### src/include/adcec_pkg.sv
// Shared constants and types for the converter encode and capture block
package adcec_pkg;
	localparam int ADCEC_DATA_WIDTH = 12;
	localparam int ADCEC_CONV_LATENCY = 12;
	localparam int ADCEC_CAPTURE_LATENCY = ADCEC_CONV_LATENCY + 1;
	localparam int ADCEC_CLOCK_HZ = 40_000_000;
	localparam int ADCEC_SINE_MIN_HZ = 4_000_000;
	localparam int ADCEC_DIV_WIDTH = 8;
	localparam logic [7:0] ADCEC_HALF_PERIOD_RESET = 8'h01;
	localparam int ADCEC_SYNC_BITS = 3;
	localparam int ADCEC_SYNC_SINE_MODE = 0;
	localparam int ADCEC_SYNC_SHARED = 1;
	localparam int ADCEC_SYNC_SINE_CLOCK = 2;
	localparam logic [3:0] ADCEC_FILL_RESET = 4'h0;

	typedef struct packed
	{
		logic over_range;
		logic [ADCEC_DATA_WIDTH-1:0] data;
	} adcec_sample_s;

	typedef enum logic [1:0]
	{
		ADCEC_SRC_DIVIDER,
		ADCEC_SRC_SINE,
		ADCEC_SRC_SHARED
	} adcec_src_e;
endpackage

### src/adcec_top.sv
// Encode clock generation and sample capture for two converter channels
`timescale 1ns/100ps
`default_nettype none
module adcec_top
#(
	parameter int DIV_WIDTH = adcec_pkg::ADCEC_DIV_WIDTH
)
(
	input wire logic CLOCK,
	input wire logic RESET,
	input wire logic [DIV_WIDTH-1:0] HALF_PERIOD_A,
	input wire logic [DIV_WIDTH-1:0] HALF_PERIOD_B,
	input wire logic SINE_CLOCK_MODE,
	input wire logic SHARED_CLOCK_B,
	input wire logic SINE_CLOCK_IN,
	output logic ENCODE_A_OUT,
	output logic ENCODE_A_OE,
	output logic ENCODE_B_OUT,
	output logic ENCODE_B_OE,
	input wire adcec_pkg::adcec_sample_s ADC_A,
	input wire adcec_pkg::adcec_sample_s ADC_B,
	output adcec_pkg::adcec_sample_s SAMPLE_A,
	output adcec_pkg::adcec_sample_s SAMPLE_B,
	output logic SAMPLE_A_VALID,
	output logic SAMPLE_B_VALID,
	output logic LATENCY_READY_A,
	output logic LATENCY_READY_B
);
	import adcec_pkg::*;
	if (DIV_WIDTH < 1 || DIV_WIDTH > 16)
	begin : g_bad_width
		$error("adcec_top: DIV_WIDTH must be 1 to 16");
	end

	// ---------------------------------------------------------------
	// Pin synchronisers
	// ---------------------------------------------------------------
	logic [ADCEC_SYNC_BITS-1:0] pin_raw;
	logic [ADCEC_SYNC_BITS-1:0] sync1;
	logic [ADCEC_SYNC_BITS-1:0] sync2;
	logic [ADCEC_SYNC_BITS-1:0] sync3;
	logic [ADCEC_SYNC_BITS-1:0] pin_level;
	logic [ADCEC_SYNC_BITS-1:0] next_pin_level;
	assign pin_raw[ADCEC_SYNC_SINE_MODE] = SINE_CLOCK_MODE;
	assign pin_raw[ADCEC_SYNC_SHARED] = SHARED_CLOCK_B;
	assign pin_raw[ADCEC_SYNC_SINE_CLOCK] = SINE_CLOCK_IN;

	genvar gi;
	generate
		for (gi = 0; gi < ADCEC_SYNC_BITS; gi++)
		begin : g_sync
			// A change counts once the second and third stage agree
			always_comb
			begin
				next_pin_level[gi] = pin_level[gi];
				if (sync2[gi] == sync3[gi])
				begin
					next_pin_level[gi] = sync3[gi];
				end
			end

			always_ff @(posedge CLOCK or posedge RESET)
			begin
				if (RESET)
				begin
					sync1[gi] <= 1'b0;
					sync2[gi] <= 1'b0;
					sync3[gi] <= 1'b0;
					pin_level[gi] <= 1'b0;
				end
				else
				begin
					sync1[gi] <= pin_raw[gi];
					sync2[gi] <= sync1[gi];
					sync3[gi] <= sync2[gi];
					pin_level[gi] <= next_pin_level[gi];
				end
			end
		end
	endgenerate

	logic sine_mode;
	logic shared_b;
	logic sine_level;
	logic sine_prev;
	logic sine_rise;
	assign sine_mode = pin_level[ADCEC_SYNC_SINE_MODE];
	assign shared_b = pin_level[ADCEC_SYNC_SHARED];
	assign sine_level = pin_level[ADCEC_SYNC_SINE_CLOCK];

	always_ff @(posedge CLOCK or posedge RESET)
	begin
		if (RESET)
		begin
			sine_prev <= 1'b0;
		end
		else
		begin
			sine_prev <= sine_level;
		end
	end

	assign sine_rise = sine_level && !sine_prev;

	// ---------------------------------------------------------------
	// Encode clock sources
	// ---------------------------------------------------------------
	logic enc_a;
	logic enc_a_rise;
	logic enc_b;
	logic enc_b_rise;

	adcec_divider #(.WIDTH(DIV_WIDTH)) u_div_a
	(
		.clock(CLOCK),
		.reset(RESET),
		.half_period(HALF_PERIOD_A),
		.encode(enc_a),
		.encode_rise(enc_a_rise)
	);

	adcec_divider #(.WIDTH(DIV_WIDTH)) u_div_b
	(
		.clock(CLOCK),
		.reset(RESET),
		.half_period(HALF_PERIOD_B),
		.encode(enc_b),
		.encode_rise(enc_b_rise)
	);

	adcec_src_e src_a;
	adcec_src_e src_b;
	logic [1:0] event_ch;

	always_comb
	begin
		src_a = sine_mode ? ADCEC_SRC_SINE : ADCEC_SRC_DIVIDER;
		src_b = shared_b ? ADCEC_SRC_SHARED : ADCEC_SRC_DIVIDER;
		case (src_a)
			ADCEC_SRC_SINE: event_ch[0] = sine_rise;
			ADCEC_SRC_DIVIDER: event_ch[0] = enc_a_rise;
			default: event_ch[0] = enc_a_rise;
		endcase
		case (src_b)
			ADCEC_SRC_SHARED: event_ch[1] = event_ch[0];
			ADCEC_SRC_DIVIDER: event_ch[1] = enc_b_rise;
			default: event_ch[1] = enc_b_rise;
		endcase
	end

	// Separate outputs per channel; pins tied to the sine clock float
	assign ENCODE_A_OUT = enc_a;
	assign ENCODE_B_OUT = enc_b;
	assign ENCODE_A_OE = !sine_mode;
	assign ENCODE_B_OE = !(sine_mode && shared_b);

	// ---------------------------------------------------------------
	// Sample capture and latency tracking
	// ---------------------------------------------------------------
	adcec_sample_s adc_in [2];
	adcec_sample_s sample [2];
	logic [1:0] sample_valid;
	logic [3:0] fill [2];
	logic [1:0] src_changed;
	adcec_src_e src_prev [2];

	assign adc_in[0] = ADC_A;
	assign adc_in[1] = ADC_B;

	generate
		for (gi = 0; gi < 2; gi++)
		begin : g_cap
			adcec_sample_s next_sample;
			logic next_valid;
			logic [3:0] next_fill;
			adcec_src_e src_now;

			assign src_now = (gi == 0) ? src_a : src_b;
			assign src_changed[gi] = (src_now != src_prev[gi]);

			// Word and over-range share one pad register stage
			always_comb
			begin
				next_sample = sample[gi];
				next_valid = event_ch[gi];
				next_fill = fill[gi];
				if (event_ch[gi])
				begin
					next_sample = adc_in[gi];
					if (fill[gi] != 4'(ADCEC_CAPTURE_LATENCY))
					begin
						next_fill = 4'(fill[gi] + 1'b1);
					end
				end
				if (src_changed[gi])
				begin
					next_fill = ADCEC_FILL_RESET;
				end
			end

			always_ff @(posedge CLOCK or posedge RESET)
			begin
				if (RESET)
				begin
					sample[gi] <= '0;
					sample_valid[gi] <= 1'b0;
					fill[gi] <= ADCEC_FILL_RESET;
					src_prev[gi] <= ADCEC_SRC_DIVIDER;
				end
				else
				begin
					sample[gi] <= next_sample;
					sample_valid[gi] <= next_valid;
					fill[gi] <= next_fill;
					src_prev[gi] <= src_now;
				end
			end
		end
	endgenerate

	assign SAMPLE_A = sample[0];
	assign SAMPLE_B = sample[1];
	assign SAMPLE_A_VALID = sample_valid[0];
	assign SAMPLE_B_VALID = sample_valid[1];
	assign LATENCY_READY_A = (fill[0] == 4'(ADCEC_CAPTURE_LATENCY));
	assign LATENCY_READY_B = (fill[1] == 4'(ADCEC_CAPTURE_LATENCY));

	// ---------------------------------------------------------------
	// Assertions
	// ---------------------------------------------------------------
	property p_sine_a_floats;
		@(posedge CLOCK) disable iff (RESET)
		sine_mode |-> !ENCODE_A_OE;
	endproperty
	a_sine_a_floats: assert property (p_sine_a_floats)
		else $error("encode A driven in sine clock mode");
	property p_sine_b_floats;
		@(posedge CLOCK) disable iff (RESET)
		(sine_mode && shared_b) |-> !ENCODE_B_OE;
	endproperty
	a_sine_b_floats: assert property (p_sine_b_floats)
		else $error("shared encode B driven in sine clock mode");
	property p_independent_b;
		@(posedge CLOCK) disable iff (RESET)
		!sine_mode |-> (ENCODE_A_OE && ENCODE_B_OE);
	endproperty
	a_independent_b: assert property (p_independent_b)
		else $error("encode output not driven in divider mode");
	property p_shared_follows_a;
		@(posedge CLOCK) disable iff (RESET)
		$past(shared_b) |-> (SAMPLE_B_VALID == SAMPLE_A_VALID);
	endproperty
	a_shared_follows_a: assert property (p_shared_follows_a)
		else $error("channel B not timed by encode A");
	property p_own_clock;
		@(posedge CLOCK) disable iff (RESET)
		(!shared_b && $rose(ENCODE_B_OUT)) |=> SAMPLE_B_VALID;
	endproperty
	a_own_clock: assert property (p_own_clock)
		else $error("capture not timed by own encode clock");
	property p_capture_a;
		@(posedge CLOCK) disable iff (RESET)
		event_ch[0] |=> (SAMPLE_A_VALID && SAMPLE_A == $past(ADC_A));
	endproperty
	a_capture_a: assert property (p_capture_a)
		else $error("channel A word not captured one stage on");
	property p_overrange_b;
		@(posedge CLOCK) disable iff (RESET)
		event_ch[1] |=> (SAMPLE_B.over_range == $past(ADC_B.over_range)
			&& SAMPLE_B.data == $past(ADC_B.data));
	endproperty
	a_overrange_b: assert property (p_overrange_b)
		else $error("channel B flag misaligned with its word");
	property p_ready_after_13;
		@(posedge CLOCK) disable iff (RESET)
		(event_ch[0] && !src_changed[0] && fill[0] == 4'h0c)
			|=> LATENCY_READY_A;
	endproperty
	a_ready_after_13: assert property (p_ready_after_13)
		else $error("channel A ready not set after 13 encodes");
endmodule
`default_nettype wire

### src/adcec_divider.sv
// Encode clock divider for one converter channel
`timescale 1ns/100ps
`default_nettype none
module adcec_divider
#(
	parameter int WIDTH = 8
)
(
	input wire logic clock,
	input wire logic reset,
	input wire logic [WIDTH-1:0] half_period,
	output logic encode,
	output logic encode_rise
);
	import adcec_pkg::*;

	logic [WIDTH-1:0] count;
	logic [WIDTH-1:0] next_count;
	logic next_encode;
	logic next_encode_rise;
	logic [WIDTH-1:0] last;

	if (WIDTH < 1)
	begin : g_bad_width
		$error("adcec_divider: WIDTH must be at least 1");
	end

	// A zero half period behaves as one
	always_comb
	begin
		last = (half_period == '0) ? '0 : WIDTH'(half_period - 1'b1);
		next_count = WIDTH'(count + 1'b1);
		next_encode = encode;
		next_encode_rise = 1'b0;
		if (count >= last)
		begin
			next_count = '0;
			next_encode = !encode;
			next_encode_rise = !encode;
		end
	end

	always_ff @(posedge clock or posedge reset)
	begin
		if (reset)
		begin
			count <= '0;
			encode <= 1'b0;
			encode_rise <= 1'b0;
		end
		else
		begin
			count <= next_count;
			encode <= next_encode;
			encode_rise <= next_encode_rise;
		end
	end
endmodule
`default_nettype wire

### config.mk
export PLATFORM = sky130hd
export DESIGN_NAME = adcec_top
export DESIGN_NICKNAME = d
export VERILOG_FILES = /design/src/include/adcec_pkg.sv /design/src/adcec_top.sv /design/src/adcec_divider.sv
export SDC_FILE = /design/constraint.sdc
export NUM_CORES = 1
export LEC_CHECK = 0
export BUFFER_PORTS_ARGS = -buffer_cell sky130_fd_sc_hd__buf_4
export CAP_MARGIN = 20
export CORE_MARGIN = 1.5
export CORE_UTILIZATION = 57
export CTS_CLUSTER_SIZE = 25
export DETAILED_ROUTE_END_ITERATION = 16
export HOLD_SLACK_MARGIN = 0.08
export PLACE_DENSITY = 0.89
export SYNTH_ARGS = -nofsm -noshare
export SYNTH_HDL_FRONTEND = slang
export SYNTH_SLANG_ARGS = --single-unit
### constraint.sdc
create_clock -name CLOCK -period 3.1 [get_ports CLOCK]
set_input_delay 0.155 -clock CLOCK [delete_from_list [all_inputs] [get_ports CLOCK]]
set_output_delay 0.155 -clock CLOCK [all_outputs]
set_load 0.01 [all_outputs]
### After elaboration in Yosys (flattened, before gate mapping)

Index checks and enable logic that the tools add are counted.
Widths: inputs -> output; s select.

* equality and inequality tests: 11
* $add $sub $neg: 6
* magnitude comparators: 2
* reduce and logical (&&, ||, !) cells: 15
* muxes and demuxes: 16

Operator list (count)
* $mux 8: 4
* $mux 4: 6
* $add 8x1->8 const B: 2
* $ge 8x8->1: 2
* $logic_not 8->1: 2
* $sub 8x1->8 const B: 2
* $add 4x1->4 const B: 2
* $eq 4x4->1 const B: 2
* $ne 4x4->1 const B: 2
* $reduce_bool 2->1: 4
* $logic_not 1->1: 5
* $mux 1: 5
* $reduce_and 2->1: 2
* $eq 1x1->1: 3
* $eq 2x2->1 const B: 1
* $logic_and 1x1->1: 2
* $mux 2: 1
* $ne 2x2->1: 1
* $eq 1x1->1 const B: 1
* $ne 1x1->1: 1

* output and inout bits: 34
* logic and storage cells: 79
* flip-flop bits (word level): 72
* input bits: 47

### Logic depth before layout (Yosys ltp)

* word-level depth: 6
* depth in mapped cells: 12
* gate-level depth less buffers: 12

### Cells and area by module

From an unflattened synthesis, not the netlist that was laid out.

* cells, all modules: 297
* area total of the unflattened synthesis: 3498.4 sq um

By module, submodules not included
* adcec_top: cells an instance 131, area each 1979.4 sq um, times used 1
* adcec_divider: cells an instance 83, area each 759.5 sq um, times used 2

### Least setup slack after synthesis

OpenSTA, ideal clock, no wires.

* kind: input -> register
* start: in HALF_PERIOD_A[4]
* end: reg u_div_a.encode
* library setup time: 154 ps
* stages: 10
* arrival time: 2539 ps
* data required time: 2946 ps
* slack: 407 ps
* buffers on the path: 0
* cell sequence: or3_1 or3_1 or3b_4 and2_4 ha_1 nor2b_1 o21ai_0 a21oi_1 o311ai_2 xor2_1

* longest elaborated chain between the ends: 3

RTL lines
* start: declaration: line adcec_top.sv:11 `input wire logic [DIV_WIDTH-1:0] HALF_PERIOD_A,`
* $sub 8x1->8 or $logic_not 8->1 (tied branches): line adcec_divider.sv:31 `last = (half_period == '0) ? '0 : WIDTH'(half_period - 1'b1);`
* $mux 8 (*): line adcec_divider.sv:31
* $ge 8x8->1 (*): line adcec_divider.sv:35 `if (count >= last)`
* end signal: assignment: line adcec_divider.sv:54 `encode <= next_encode;`
* end: declaration: line adcec_divider.sv:12 `output logic encode,`

Every way passes the cells marked *; elsewhere a longest branch is shown, timed or not.
A chain may end at the register's enable or synchronous reset.

### Worst setup path after layout

* start: in HALF_PERIOD_A[4]
* end: reg u_div_a.count[3]

* longest elaborated chain between the ends: 4

RTL lines
* $sub 8x1->8 or $logic_not 8->1 (tied branches): line adcec_divider.sv:31
* $mux 8 (*): line adcec_divider.sv:31
* $ge 8x8->1 (*): line adcec_divider.sv:35
* $mux 8 (*): line adcec_divider.sv:35
* via u_div_a.next_count[3]: line adcec_divider.sv:18 `logic [WIDTH-1:0] next_count;`
* end signal: assignment: line adcec_divider.sv:53 `count <= next_count;`
* end: declaration: line adcec_divider.sv:17 `logic [WIDTH-1:0] count;`

The timed path passes the listed nets; every way through them passes the cells marked *.

==> results.cfg <==
[status]
status = completed

[global_routing]
grt_overflow = 0
track_usage_pct = 23.4
grt_pass1_vias = 2613
antenna_found_initial = 0
grt_pass1_wl_mm = 11.2
grt_max_degree = 34

[clock_tree]
h-tree-depth = 3
cts-root-buf = clkbuf_8
clockBufferDepth = 2
insertion_delay_ns = 0.33
cts_tree = built
clk_pin_slew_worst_paths_ns = 0.07
clock_sinks = 71
cts_inserted_buffers = 9

[synth]
synth_top_family_by_area = simple AND/OR/NAND/NOR gates
synth-adder-area-share_pct = 9.85
ys_ff_latch = 71
ys_types = 35
ys_seq_area_share_pct = 53.0
synth_edf_count = 0
synth_ff_type = dfrtp_1
syn-cell-area_sq_mm = 0.00335
synth_compound_area_share_pct = 5.15
ys_async_sr_fraction_pct = 100
synth_fp_nets = 358
synth_xor_area_share_pct = 7.32
yosys_warnings = 0
synth.most_common_cell = dfrtp_1
synth_top_cells_by_count = 71 x dfrtp_1, 26 x mux2_2, 26 x nor2_1
yosys.area_share.simple_pct = 13.6
synth_area_leaders = dfrtp_1 53%, ha_1 9.0%, mux2_2 8.7%
synth.top_cell.area_share_pct = 53.0
muxShareOfSynthArea_pct = 9.03
postSynthAreaPerCell_sq_um = 11.7
yosys.area.top_type = dfrtp_1
synthCells = 287

[routing]
ant_nets = 0
drtIter0Drc = 114
totalWireLength_mm = 6.84
wl_per_cell_microns = 14.0
via_count = 2582
viasPerCell = 5.30
drc = 0
drt-pass1-iter-count = 4

[worst_hold_path]
hold_path_depth = 0
worstHoldStart = sync1[0]
min_path_type = flop to flop
min_to = sync2[0]

[placement]
gp_congestion = 0.739
hpwl_mm = 4.69
pre_cts_slack_ns = 0.255
port_buffers = 80

[sta]
finClkSkew_ns = 0.00639
max_slew_margin_pct = 56.5
tightest_slew_ns = 0.651
whs_ns = 0.351
finalSetupTns_ns = 0
setup_viol = 0
timing.final.crit_share_pct = 82.1
fmax_mhz = 393
slew_viol_final = 0
rsz0062_at_grt = false
finalHoldViolCount = 0
min_period_ns = 2.55
setup_slack_ns = 0.554

[final_layout]
syn2layout_area_growth_pct = 35.8
drive_gt1_share_pct = 31.8
final_util_pct = 81.7
fin_nets = 481
diodes = 0
fillCellCount = 321

[setup_path]
cp-end-kind = flop
crit_chain = buf_4, or3_1, or3_1, or3b_4, and2_4, ha_1, nor2b_1, o21ai_0, a21oi_1, o311ai_2, buf_4, nor2_1
r2r_end = fill[3]
rr_startpoint = sine_mode
critPathBufInv = 2
r2r_cells = 5
required_ns = 3.32
max_stage_delay_ns = 0.44
crit_family = simple AND/OR/NAND/NOR gates
worstSetupPathType = primary input to flop
slowest_stage = or3b_4
crit_arrival_ns = 2.77
rrSetupSlack_ns = 1.11
start_kind = primary input
crit_fanout = 8

[floorplan]
rows = 27
start_util_pct = 60.1
ios = 81
die_h_microns = 79.7
die_area_sq_mm = 0.00635
die_x_microns = 79.7
coreArea_sq_mm = 0.00557

[pwr]
leakage_uw = 0.00223
p_total_uw = 3280
power.density_mw_per_mm2 = 720
ir_drop_mv = 0.518

[job]
maxCapViolations = 0
## how the worst max path moves through the flow
stage                     start          endpoint  slack [ns]  cells after the start
4_1_cts        HALF_PERIOD_A[4]  u_div_a.count[4]        0.58                     12
3_3_place_gp   HALF_PERIOD_A[4]  u_div_a.count[0]        0.30                     12
3_5_place_dp   HALF_PERIOD_A[4]  u_div_a.count[0]        0.26                     12
6_report       HALF_PERIOD_A[4]  u_div_a.count[3]        0.55                     12
2_1_floorplan  HALF_PERIOD_A[4]    u_div_a.encode        0.41                     10
5_1_grt        HALF_PERIOD_A[4]  u_div_a.count[4]        0.38                     12
## through the flow
step           area (sq um)  instances
4_1_cts                4550        487
3_3_place_gp           4060        441
3_5_place_dp           4060        441
6_report               4550        487
2_1_floorplan          3350        287
5_1_grt                4550        487
## sequential cells by signal (all words and copies together), names as in the netlist
register,count
SAMPLE_A,13
SAMPLE_B,13
fill,8
u_div_a.count,8
u_div_b.count,8
sync1,3
sync2,3
sync3,3
src_prev,2
SAMPLE_A_VALID,1
SAMPLE_B_VALID,1
shared_b,1
sine_level,1
sine_mode,1
sine_prev,1
u_div_a.encode,1
u_div_a.encode_rise,1
u_div_b.encode,1
u_div_b.encode_rise,1
## power breakdown
group,switching [uW],internal [uW]
sequential,233,1210
combinational,516,615
clock,313,393
total,1060,2210
## per-layer routing
metal | track usage (%) | share of wire, % | vias up
met4 | 8.25 | 1.3 | 0
met2 | 42.8 | 52 | 87
li1 | - | - | 1234
met5 | 0 | 0 | -
met3 | 7.66 | 7.0 | 10
met1 | 24.9 | 39 | 1251
## logic make-up after synthesis
group,Yosys count
xor gates and xnor gates,28
DFF,71
muxes,27
AOI/OAI and AO/OA,24
buffers and inverters,17
and+or+nand+nor,93
adders and majority gates,27
## final cells by class
type,instances,area (sq um),share of cell area (%)
clock buffers,13,149,3.27
clock inverters,3,42.5,0.935
inverters,15,56.3,1.24
multi-input cells,199,1510,33.1
flip-flops and latches,71,1780,39.0
well taps,72,90.1,1.98
repair buffers,114,931,20.5
## layout by cell type (no fill, tap or decap), drive strengths merged, types with 13 or more instances in the layout
master / netlist / layout
buf: 2 / 84
dfrtp: 71 / 71
dlygate4sd3: 0 / 30
mux2: 26 / 26
nor2: 26 / 26
ha: 24 / 24
xor2: 22 / 22
nand2: 19 / 19
nand3: 15 / 15
inv: 15 / 15
a21oi: 13 / 13
clkbuf: 0 / 13
## what timing repair did
item,CTS,global route
buffers inserted,0,0
hold buffers,30,0
resized for setup,0,0
endpoints found under the hold margin,51,0
Note: power is estimated with default switching activity, not from simulation.
